## config.mk

```make
export PLATFORM = sky130hd
export DESIGN_NAME = arl_top
export DESIGN_NICKNAME = d
export VERILOG_FILES = /design/src/arl_pkg.sv /design/src/arl_result_bank.sv /design/src/arl_top.sv
export SDC_FILE = /design/constraint.sdc
export NUM_CORES = 2
export LEC_CHECK = 0
export ABC_AREA = 1
export BUFFER_PORTS_ARGS = -buffer_cell sky130_fd_sc_hd__buf_2
export CORE_UTILIZATION = 50
export CTS_CLUSTER_DIAMETER = 30
export DETAILED_ROUTE_END_ITERATION = 6
export PLACE_DENSITY_LB_ADDON = 0.25
export SYNTH_ARGS = -nofsm -noshare
export SYNTH_HDL_FRONTEND = slang
export SYNTH_SLANG_ARGS = --single-unit
```

## constraint.sdc

```tcl
create_clock -name clk_i -period 38.5 [get_ports clk_i]
set_clock_uncertainty 0.15 [all_clocks]
set_input_delay 0 -clock clk_i [delete_from_list [all_inputs] [get_ports clk_i]]
set_output_delay 0 -clock clk_i [all_outputs]
set_load 0.01 [all_outputs]
```

## src/arl_pkg.sv

```systemverilog
package arl_pkg;
	// ----------------------------------------------------------------
	// channel counts and data layout
	// ----------------------------------------------------------------
	localparam int NUM_CELLS = 12;
	localparam int NUM_AUX = 2;
	localparam int NUM_CH = 14;
	localparam int VAL_W = 14;
	localparam int WORD_W = 16;
	localparam int NUM_WORDS = 16;
	localparam int ADDR_W = 4;
	localparam int SUM_W = 18;
	localparam int CELL_NUM_W = 4;
	// measurement value sits in the upper bits of a data word
	localparam int VAL_LSB = 2;
	localparam logic [VAL_LSB-1:0] VAL_PAD = 2'h0;
	// word slots in the result bank
	localparam int WORD_AUX0 = 12;
	localparam int WORD_INDEX = 14;
	localparam int WORD_TOTAL = 15;
	// extreme cell index word: min cell in low nibble, max cell in third nibble
	localparam int IDX_MIN_LSB = 0;
	localparam int IDX_MAX_LSB = 8;
	// spread threshold reset value disables the spread alert
	localparam logic [WORD_W-1:0] SPREAD_THR_RST = 16'hfffc;

	// ----------------------------------------------------------------
	// timing
	// ----------------------------------------------------------------
	localparam int CLK_PERIOD_NS = 40;
	localparam int CLK_HZ = 25_000_000;
	localparam int REC_TIME_NS = 100300;
	localparam int REC_CYCLES = (REC_TIME_NS + CLK_PERIOD_NS - 1) / CLK_PERIOD_NS;
	localparam int REC_CNT_W = 12;
	localparam int SEC_W = 25;
	localparam int PER_W = 9;
	localparam int CNT_W = 4;

	// ----------------------------------------------------------------
	// balance watchdog prescaler codes and periods in seconds
	// ----------------------------------------------------------------
	localparam logic [2:0] PDIV_OFF = 3'h0;
	localparam logic [2:0] PDIV_1S = 3'h1;
	localparam logic [2:0] PDIV_4S = 3'h2;
	localparam logic [2:0] PDIV_16S = 3'h3;
	localparam logic [2:0] PDIV_64S = 3'h4;
	localparam logic [2:0] PDIV_128S = 3'h5;
	localparam logic [2:0] PDIV_256S = 3'h6;
	localparam logic [PER_W-1:0] PER_SEC_1 = 9'h001;
	localparam logic [PER_W-1:0] PER_SEC_4 = 9'h004;
	localparam logic [PER_W-1:0] PER_SEC_16 = 9'h010;
	localparam logic [PER_W-1:0] PER_SEC_64 = 9'h040;
	localparam logic [PER_W-1:0] PER_SEC_128 = 9'h080;
	localparam logic [PER_W-1:0] PER_SEC_256 = 9'h100;

	// zero period marks a disabled timer
	function automatic logic [PER_W-1:0] arl_period_sec(input logic [2:0] code);
		logic [PER_W-1:0] p;
		p = '0;
		case (code)
			PDIV_1S: p = PER_SEC_1;
			PDIV_4S: p = PER_SEC_4;
			PDIV_16S: p = PER_SEC_16;
			PDIV_64S: p = PER_SEC_64;
			PDIV_128S: p = PER_SEC_128;
			PDIV_256S: p = PER_SEC_256;
			default: p = '0;
		endcase
		return p;
	endfunction
endpackage

```

## src/arl_result_bank.sv

```systemverilog
`timescale 1ns/1ps
module arl_result_bank import arl_pkg::*; (
	// clock and reset
	input wire logic clk_i,
	input wire logic rst_i,
	// parallel load
	input wire logic load_i,
	input wire logic [NUM_WORDS*WORD_W-1:0] load_data_i,
	// read port
	input wire logic [ADDR_W-1:0] rd_addr_i,
	output logic [WORD_W-1:0] rd_data_o
);
	// ----------------------------------------------------------------
	// storage
	// ----------------------------------------------------------------
	logic [WORD_W-1:0] words_q [NUM_WORDS];
	logic [WORD_W-1:0] words_d [NUM_WORDS];
	logic [WORD_W-1:0] rd_data_q, rd_data_d;

	// every word loads on the same edge, never one after another
	for (genvar w = 0; w < NUM_WORDS; w++) begin : g_word
		always_comb begin
			words_d[w] = load_i ? load_data_i[w*WORD_W +: WORD_W] : words_q[w];
		end
		always_ff @(posedge clk_i) begin
			if (rst_i) begin
				words_q[w] <= '0;
			end else begin
				words_q[w] <= words_d[w];
			end
		end
	end

	// registered read, one cycle after the address
	always_comb begin
		rd_data_d = words_q[rd_addr_i];
	end
	always_ff @(posedge clk_i) begin
		if (rst_i) begin
			rd_data_q <= '0;
		end else begin
			rd_data_q <= rd_data_d;
		end
	end

	assign rd_data_o = rd_data_q;
endmodule

```

## src/arl_top.sv

```systemverilog
`timescale 1ns/1ps
// Summary of operation
// - with oversampling, hold a 100.3 us recovery after each cycle except the last
// - by default copy all ALU results to data registers at acquisition end
// - all data registers load together in one parallel transfer
// - every transfer sets the results ready flag
// - double buffering defers the automatic transfer to the next acquisition start
// - a manual transfer strobe copies ALU results into the data registers
// - manual transfer is ignored while an acquisition runs; host checks done flag
// - cell alerts are evaluated after the measurement cycle, before any transfer; aux alerts at acquisition end
// - with oversampling, alerts update once, after the final oversample
// - alerts update regardless of transfer, only for enabled channels
// - per cell, set high flag above high set, low flag below low set
// - flags clear only past their clear threshold; equality changes nothing
// - summaries OR all flags; combined bit ORs a cell's high and low flags
// - spread alert set when max minus min exceeds threshold, else cleared
// - spread threshold resets to a value that disables the alert
// - record min and max cell indices; ties report the highest position
// - store the sum of enabled cell voltages as a 16-bit total
// - with no cell enabled, index and total stay unchanged
// - aux cold above cold limit, hot below hot limit, no hysteresis
// - an expired balance watchdog forces switches off, stored enables untouched
// - prescaler sets countdown step: off, 1, 4, 16, 64, 128, 256 s
// - at zero, switches stay off until a non-zero write or timer disable
module arl_top import arl_pkg::*; #(
	parameter int SECOND_CYCLES = CLK_HZ
) (
	// clock and reset
	input wire logic clk_i,
	input wire logic rst_i,
	// acquisition sequencer events
	input wire logic acq_start_i,
	input wire logic meas_cycle_done_i,
	input wire logic last_cycle_i,
	input wire logic acq_end_i,
	// ALU results
	input wire logic [NUM_CELLS*VAL_W-1:0] alu_cells_i,
	input wire logic [NUM_AUX*VAL_W-1:0] alu_aux_i,
	// acquisition configuration
	input wire logic oversample_en_i,
	input wire logic double_buffer_enable_i,
	input wire logic manual_transfer_strobe_i,
	input wire logic results_ready_clr_i,
	input wire logic [NUM_CH-1:0] channel_enables_i,
	input wire logic [NUM_CH-1:0] high_alert_enables_i,
	input wire logic [NUM_CH-1:0] low_alert_enables_i,
	// thresholds
	input wire logic [VAL_W-1:0] high_set_threshold_i,
	input wire logic [VAL_W-1:0] high_clear_threshold_i,
	input wire logic [VAL_W-1:0] low_set_threshold_i,
	input wire logic [VAL_W-1:0] low_clear_threshold_i,
	input wire logic [VAL_W-1:0] cold_limit_threshold_i,
	input wire logic [VAL_W-1:0] hot_limit_threshold_i,
	input wire logic spread_threshold_wr_i,
	input wire logic [WORD_W-1:0] spread_threshold_data_i,
	// balance watchdog
	input wire logic [NUM_CELLS-1:0] balance_switch_enables_i,
	input wire logic [2:0] balance_timer_prescaler_i,
	input wire logic balance_countdown_wr_i,
	input wire logic [CNT_W-1:0] balance_countdown_data_i,
	// data read port
	input wire logic [ADDR_W-1:0] rd_addr_i,
	output logic [WORD_W-1:0] rd_data_o,
	// status
	output logic hv_recovery_o,
	output logic acquisition_done_flag_o,
	output logic results_ready_flag_o,
	output logic [NUM_CELLS-1:0] per_cell_high_flags_o,
	output logic [NUM_CELLS-1:0] per_cell_low_flags_o,
	output logic [NUM_CELLS-1:0] per_cell_combined_alert_o,
	output logic any_cell_high_summary_o,
	output logic any_cell_low_summary_o,
	output logic spread_alert_o,
	output logic [WORD_W-1:0] spread_threshold_o,
	output logic [NUM_AUX-1:0] aux_cold_flags_o,
	output logic [NUM_AUX-1:0] aux_hot_flags_o,
	output logic cold_alert_o,
	output logic hot_alert_o,
	// balance outputs
	output logic [NUM_CELLS-1:0] balance_switch_drive_o,
	output logic [CNT_W-1:0] balance_countdown_o
);

	// ----------------------------------------------------------------
	// acquisition tracking and transfer
	// ----------------------------------------------------------------
	logic busy_q, busy_d;
	logic done_q, done_d;
	logic ready_q, ready_d;
	logic pending_q, pending_d;
	logic xfer;
	logic manual_ok;

	// manual move refused during a scan; the host polls the done flag
	assign manual_ok = manual_transfer_strobe_i && !busy_q && !acq_start_i;
	// double buffering moves last results as the next scan starts
	assign xfer = (acq_end_i && !double_buffer_enable_i)
		|| (acq_start_i && double_buffer_enable_i && pending_q)
		|| manual_ok;

	// flag updates: a set in the clearing cycle wins
	always_comb begin
		busy_d = busy_q;
		done_d = done_q;
		ready_d = ready_q;
		pending_d = pending_q;
		if (acq_start_i) begin
			busy_d = 1'b1;
			done_d = 1'b0;
		end
		if (acq_end_i) begin
			busy_d = 1'b0;
			done_d = 1'b1;
		end
		if (results_ready_clr_i) begin
			ready_d = 1'b0;
		end
		if (xfer) begin
			ready_d = 1'b1;
			pending_d = 1'b0;
		end
		if (acq_end_i && double_buffer_enable_i) begin
			pending_d = 1'b1;
		end
	end
	always_ff @(posedge clk_i) begin
		if (rst_i) begin
			busy_q <= 1'b0;
			done_q <= 1'b0;
			ready_q <= 1'b0;
			pending_q <= 1'b0;
		end else begin
			busy_q <= busy_d;
			done_q <= done_d;
			ready_q <= ready_d;
			pending_q <= pending_d;
		end
	end

	// ----------------------------------------------------------------
	// HV recovery interval
	// ----------------------------------------------------------------
	logic rec_q, rec_d;
	logic [REC_CNT_W-1:0] rec_cnt_q, rec_cnt_d;
	logic rec_trig;

	assign rec_trig = meas_cycle_done_i && oversample_en_i && !last_cycle_i;

	// recovery runs a fixed count; sequencer waits on the level
	always_comb begin
		rec_d = rec_q;
		rec_cnt_d = rec_cnt_q;
		if (rec_trig && !rec_q) begin
			rec_d = 1'b1;
			rec_cnt_d = '0;
		end else if (rec_q) begin
			if (rec_cnt_q == REC_CNT_W'(REC_CYCLES - 1)) begin
				rec_d = 1'b0;
			end else begin
				rec_cnt_d = rec_cnt_q + 1'b1;
			end
		end
	end
	always_ff @(posedge clk_i) begin
		if (rst_i) begin
			rec_q <= 1'b0;
			rec_cnt_q <= '0;
		end else begin
			rec_q <= rec_d;
			rec_cnt_q <= rec_cnt_d;
		end
	end

	// ----------------------------------------------------------------
	// cell alerts
	// ----------------------------------------------------------------
	logic cell_eval;
	logic [VAL_W-1:0] cell_v [NUM_CELLS];
	logic [NUM_CELLS-1:0] hi_q, hi_d, lo_q, lo_d;
	logic [NUM_CELLS*WORD_W-1:0] cell_words;

	// once per cycle, or only after the last oversample
	assign cell_eval = meas_cycle_done_i && (!oversample_en_i || last_cycle_i);

	for (genvar i = 0; i < NUM_CELLS; i++) begin : g_cell
		assign cell_v[i] = alu_cells_i[i*VAL_W +: VAL_W];
		assign cell_words[i*WORD_W +: WORD_W] = {cell_v[i], VAL_PAD};
		// hysteresis: strict compares, equality holds the flag
		assign hi_d[i] = !(cell_eval && channel_enables_i[i]) ? hi_q[i]
			: (high_alert_enables_i[i] && cell_v[i] > high_set_threshold_i) ? 1'b1
			: (cell_v[i] < high_clear_threshold_i) ? 1'b0 : hi_q[i];
		assign lo_d[i] = !(cell_eval && channel_enables_i[i]) ? lo_q[i]
			: (low_alert_enables_i[i] && cell_v[i] < low_set_threshold_i) ? 1'b1
			: (cell_v[i] > low_clear_threshold_i) ? 1'b0 : lo_q[i];
	end

	// ----------------------------------------------------------------
	// cell statistics
	// ----------------------------------------------------------------
	logic [VAL_W-1:0] min_v, max_v;
	logic [CELL_NUM_W-1:0] min_idx, max_idx;
	logic [SUM_W-1:0] sum_v;
	logic any_cell;
	logic [WORD_W-1:0] index_q, index_d, total_q, total_d;
	logic spread_q, spread_d;
	logic [WORD_W-1:0] spread_thr_q, spread_thr_d;

	// ascending scan with <= and >= lets the highest position win ties
	always_comb begin
		min_v = '1;
		max_v = '0;
		min_idx = '0;
		max_idx = '0;
		sum_v = '0;
		any_cell = 1'b0;
		for (int k = 0; k < NUM_CELLS; k++) begin
			if (channel_enables_i[k]) begin
				any_cell = 1'b1;
				sum_v = sum_v + SUM_W'(cell_v[k]);
				if (cell_v[k] <= min_v) begin
					min_v = cell_v[k];
					min_idx = CELL_NUM_W'(k + 1);
				end
				if (cell_v[k] >= max_v) begin
					max_v = cell_v[k];
					max_idx = CELL_NUM_W'(k + 1);
				end
			end
		end
	end

	// statistics and spread update only when some cell took part
	always_comb begin
		index_d = index_q;
		total_d = total_q;
		spread_d = spread_q;
		spread_thr_d = spread_threshold_wr_i ? spread_threshold_data_i : spread_thr_q;
		if (cell_eval && any_cell) begin
			index_d = '0;
			index_d[IDX_MIN_LSB +: CELL_NUM_W] = min_idx;
			index_d[IDX_MAX_LSB +: CELL_NUM_W] = max_idx;
			total_d = sum_v[SUM_W-1 -: WORD_W];
			// full-scale threshold can never be exceeded
			spread_d = (max_v - min_v) > spread_thr_q[WORD_W-1:VAL_LSB];
		end
	end
	always_ff @(posedge clk_i) begin
		if (rst_i) begin
			index_q <= '0;
			total_q <= '0;
			spread_q <= 1'b0;
			spread_thr_q <= SPREAD_THR_RST;
		end else begin
			index_q <= index_d;
			total_q <= total_d;
			spread_q <= spread_d;
			spread_thr_q <= spread_thr_d;
		end
	end

	// ----------------------------------------------------------------
	// auxiliary temperature alerts
	// ----------------------------------------------------------------
	logic [NUM_AUX-1:0] cold_q, cold_d, hot_q, hot_d;
	logic [NUM_AUX*WORD_W-1:0] aux_words;

	// aux inputs convert last, so judge them at acquisition end
	for (genvar j = 0; j < NUM_AUX; j++) begin : g_aux
		logic [VAL_W-1:0] av;
		logic upd;
		assign av = alu_aux_i[j*VAL_W +: VAL_W];
		assign aux_words[j*WORD_W +: WORD_W] = {av, VAL_PAD};
		assign upd = acq_end_i && channel_enables_i[NUM_CELLS + j];
		assign cold_d[j] = (upd && high_alert_enables_i[NUM_CELLS + j])
			? (av > cold_limit_threshold_i) : cold_q[j];
		assign hot_d[j] = (upd && low_alert_enables_i[NUM_CELLS + j])
			? (av < hot_limit_threshold_i) : hot_q[j];
	end

	// alert flops, summaries taken from next values so outputs stay flops
	logic sum_hi_q, sum_lo_q, cold_any_q, hot_any_q;
	logic [NUM_CELLS-1:0] comb_q;
	always_ff @(posedge clk_i) begin
		if (rst_i) begin
			hi_q <= '0;
			lo_q <= '0;
			comb_q <= '0;
			sum_hi_q <= 1'b0;
			sum_lo_q <= 1'b0;
			cold_q <= '0;
			hot_q <= '0;
			cold_any_q <= 1'b0;
			hot_any_q <= 1'b0;
		end else begin
			hi_q <= hi_d;
			lo_q <= lo_d;
			comb_q <= hi_d | lo_d;
			sum_hi_q <= |hi_d;
			sum_lo_q <= |lo_d;
			cold_q <= cold_d;
			hot_q <= hot_d;
			cold_any_q <= |cold_d;
			hot_any_q <= |hot_d;
		end
	end

	// ----------------------------------------------------------------
	// result bank
	// ----------------------------------------------------------------
	arl_result_bank u_bank (
		.clk_i(clk_i),
		.rst_i(rst_i),
		.load_i(xfer),
		.load_data_i({total_q, index_q, aux_words, cell_words}),
		.rd_addr_i(rd_addr_i),
		.rd_data_o(rd_data_o)
	);

	// ----------------------------------------------------------------
	// balance watchdog
	// ----------------------------------------------------------------
	logic [SEC_W-1:0] sec_q, sec_d;
	logic [PER_W-1:0] per_q, per_d, period;
	logic [CNT_W-1:0] cd_q, cd_d;
	logic [NUM_CELLS-1:0] drive_q, drive_d;
	logic wd_en, wd_block;

	// zero period covers code 000b and the undefined 111b
	assign period = arl_period_sec(balance_timer_prescaler_i);
	assign wd_en = (period != '0);

	// seconds prescale, then period steps, then countdown
	always_comb begin
		sec_d = sec_q;
		per_d = per_q;
		cd_d = cd_q;
		if (balance_countdown_wr_i) begin
			cd_d = balance_countdown_data_i;
			sec_d = '0;
			per_d = '0;
		end else if (!wd_en || cd_q == '0) begin
			sec_d = '0;
			per_d = '0;
		end else if (sec_q == SEC_W'(SECOND_CYCLES - 1)) begin
			sec_d = '0;
			if (per_q == period - 1'b1) begin
				per_d = '0;
				cd_d = cd_q - 1'b1;
			end else begin
				per_d = per_q + 1'b1;
			end
		end else begin
			sec_d = sec_q + 1'b1;
		end
		wd_block = wd_en && (cd_d == '0);
		// gate only the drive; host enables stay as written
		drive_d = wd_block ? '0 : balance_switch_enables_i;
	end
	always_ff @(posedge clk_i) begin
		if (rst_i) begin
			sec_q <= '0;
			per_q <= '0;
			cd_q <= '0;
			drive_q <= '0;
		end else begin
			sec_q <= sec_d;
			per_q <= per_d;
			cd_q <= cd_d;
			drive_q <= drive_d;
		end
	end

	// ----------------------------------------------------------------
	// outputs
	// ----------------------------------------------------------------
	assign hv_recovery_o = rec_q;
	assign acquisition_done_flag_o = done_q;
	assign results_ready_flag_o = ready_q;
	assign per_cell_high_flags_o = hi_q;
	assign per_cell_low_flags_o = lo_q;
	assign per_cell_combined_alert_o = comb_q;
	assign any_cell_high_summary_o = sum_hi_q;
	assign any_cell_low_summary_o = sum_lo_q;
	assign spread_alert_o = spread_q;
	assign spread_threshold_o = spread_thr_q;
	assign aux_cold_flags_o = cold_q;
	assign aux_hot_flags_o = hot_q;
	assign cold_alert_o = cold_any_q;
	assign hot_alert_o = hot_any_q;
	assign balance_switch_drive_o = drive_q;
	assign balance_countdown_o = cd_q;
endmodule

```

==> metrics <==
routed len/inst 26.66 µm; Die H 323.3 µm; initial antenna violation count 27; vias per std cell approximately 6.2; # DRC 0; worst relative slew slack -11.15%; startpoint types input pin; syn_nets a little under 9,000; Synth Area in Compound Gates between 15 and 20%; CTS buffer count slightly above 90; hold path cells 3; pin count of the biggest net entering global routing approximately 190; fmax around 34 MHz; Seq pwr share about 14%; Synth Area in Adders 28.68%; WP data required between 30,000 and 40,000 ps; share of layout cells above drive strength 1 under 10%; worst reg2reg path depth 20; Seq/Total Area, Yosys between 10% and 20%; Initial DRT Pass Iterations 7; min-delay worst type input pin to flop; post-synthesis xor/xnor area fraction 1.986%; CP max stage delay approximately 630 ps; Root Driver clkbuf_16; first-pass GRT wire length 356,200 µm; GPL Wtd Cong a little over 1; Syn Std Cell Area 0.05160 mm²; Setup TNS 0 ps; CTS tree built; post-route ant nets 0; starting density of the core a little over 50%; routed wire length ~250,000 µm; Clock Power Share between 20% and 30%; sw power 0.001665 W; clk sinks 388; Util after Layout around 60%; Area Overhead vs Synth 21.52%; worst r2r src sec_q[3]; Simple-Gate Fraction of Synth Area around 22%; worst r2r dst balance_switch_drive_o[3]; final slew viol count 3; Congestion Overflow GR 0; switch share between 40% and 50%; Detail Placement HPWL around 180,000 µm; GRT Total Usage 47.04%; Synth cell types 65; status finished, violations left; CTS Buffer Depth 3; most frequent CP cell o21ai_0; Internal Power 0.001750 W; Post-synth top flop edfxtp_1; mux cell area share after synthesis under 10%; Max-Cap Viols 1; Final Hold Fails 0; FF+latch count, synth between 300 and 400; postcts setup bufs 0; Die Width around 320 µm; die footprint 0.1045 mm²; vias in the first global route 54,276; Gate Count Post-Synth 7,205; main combinational cell family by area after synthesis adder cells; R2R setup slack 33,890 ps; Final #Nets ~9,600; H-tree depth 3; Post-CTS Resized 0; # port buffers between 400 and 500; CP Max Fanout 30; hold_sp alu_cells_i[113]; vias post-DR approximately 59,000; commonest non-fill, non-tap cell in the layout nand2_1; worst-skew pair later-pin latency between 600 and 700 ps; Core Area 0.1020 mm²; failing checks max-capacitance violations, max-slew violations; most frequent cells in the layout nand2_1 (1,259), ha_1 (1,165), inv_1 (949); WS Path Type input pin to flop; Setup-failing EPs final 0; power density cells roughly 54 mW/mm²; Yosys warnings 0; share of flip-flops with an asynchronous set or reset 0%; Max stage delay cell, worst path nand2_1; clock-pin slew on the worst setup and hold paths around 50 ps; Avg Cell Area, Syn around 7.2 µm²; Comb pwr share between 60% and 70%; io pins 469; Leak Pwr between 30 and 40 nW; RSZ-0062 raised after global routing no; min cycle time layout between 20,000 and 30,000 ps; # rows about 120; 1st-iter DRT viols 7,795; crit path DAT around 30,000 ps; Hold Path End u_bank.words_q[8][3]; total power 0.003414 W; EDFF count, synth 220; kind of end point of the critical path flop; Worst IR Drop VDD roughly 0.000038 V; Slew @ Worst Pin 1653 ps; Final Cycle Share 76.44%
## worst max path at each step
stage                     end  slack, ps  cells after the start                 start
2_1_floorplan  spread_alert_o      13750                    196  channel_enables_i[0]
3_3_place_gp   spread_alert_o       9670                    171  channel_enables_i[0]
3_5_place_dp   spread_alert_o       9270                    170  channel_enables_i[0]
4_1_cts        spread_alert_o       9600                    171        alu_cells_i[5]
5_1_grt        spread_alert_o       5730                    174        alu_cells_i[5]
6_report       spread_alert_o       9070                    172        alu_cells_i[5]
## worst max-delay path: cells and delay by family
kind                     cells  cell delay [ps]
AO/OA/AOI/OAI               86            12640
AND/OR/NAND/NOR             57             9220
adder cells (fa/ha/maj)     13             4220
buffers and inverters       13             2690
multiplexers                 2              890
XOR/XNOR                     1              160
## state kept, by name, summed over array words and instances (netlist names), 2 cells and up
signal / flops
sec_q: 25
balance_countdown_o: 4
total_q: 16
rec_cnt_q: 12
spread_threshold_o: 16
per_q: 9
per_cell_combined_alert_o: 12
index_q: 8
u_bank.rd_data_o: 16
balance_switch_drive_o: 12
aux_hot_flags_o: 2
per_cell_low_flags_o: 12
per_cell_high_flags_o: 12
u_bank.words_q: 220
aux_cold_flags_o: 2
## cell type report
class                      instances  area (µm²)
antenna                           26       65.06
clock buffer                     117        2604
clock inverter                    58       793.3
fill                            9072       39330
inverter                         976        3664
multi-input combinational       5654       37210
sequential                       388        9970
tap                             1368        1712
timing repair buffer             915        6686
## logic make-up (layout without fill, tap and decap cells)
kind of cell,count (synthesis),count (layout)
compound gates,1628,1628
mux,52,52
flops,388,388
buf+inv,1163,2066
fa+ha+maj,1176,1176
xor+xnor,117,117
other cells,0,26
simple gates,2681,2681
## Yosys cell counts, types with 17 or more instances
master	instances	area, µm²
xnor2_1	33	289.0
nor3_1	80	400.4
o32ai_1	25	219.0
o21ai_1	17	85.08
nand4_1	153	957.2
xor2_1	84	735.7
a211oi_1	41	307.8
o21ai_0	580	2903
o21a_1	21	157.7
o21bai_1	45	337.8
a31oi_1	35	219.0
o211ai_1	34	255.2
nor4_1	27	168.9
a21oi_1	577	2888
a2111oi_0	18	157.7
clkbuf_1	151	566.8
or2_2	32	200.2
o2111ai_1	23	201.4
nor2_1	795	2984
a21o_1	17	127.6
nand2_1	1260	4730
a221oi_1	30	262.8
nand2_2	21	131.4
ha_1	1165	14580
o221ai_1	61	534.3
nand3_1	275	1376
mux2i_1	39	390.4
inv_1	968	3633
dfxtp_1	168	3363
edfxtp_1	220	6606
buf_1	22	82.58
o31ai_1	61	457.9
## layer usage
metal / global-route usage [%] / part of all wire, %
met5: 1.389 / 0.092
met4: 37.30 / 9.1
met3: 18.56 / 14
met2: 66.86 / 40
met1: 55.95 / 37
## timing repair
action	CTS	global route
hold buffers	387	0
hold endpoints to repair	332	0
setup endpoints to repair	0	0
## metrics by stage
| step | instance area [µm²] | setup WS, ps | cells | hold slack, ps |
|---|---|---|---|---|
| floorplan | 51600 | 13750 | 7205 | -70.69 |
| global placement | 55360 | 9665 | 8914 | 48.38 |
| detailed placement | 55360 | 9268 | 8914 | 54.07 |
| CTS | 62630 | 9598 | 9476 | 11.61 |
| global route | 62660 | 5726 | 9485 | 13.84 |
| finish | 62700 | 9072 | 9502 | 39.21 |
## power groups by stage
stage | Clock, W | Combinational [W] | Sequential, W
after detailed placement | 0 | 0.00192 | 0.000500
after global placement | 0 | 0.00189 | 0.000499
after floorplan | 0 | 0.00134 | 0.000500
after global routing | 0.000874 | 0.00226 | 0.000497
final | 0.000853 | 0.00207 | 0.000494
after CTS | 0.000850 | 0.00197 | 0.000493
Power figures use the tool's default switching activity.
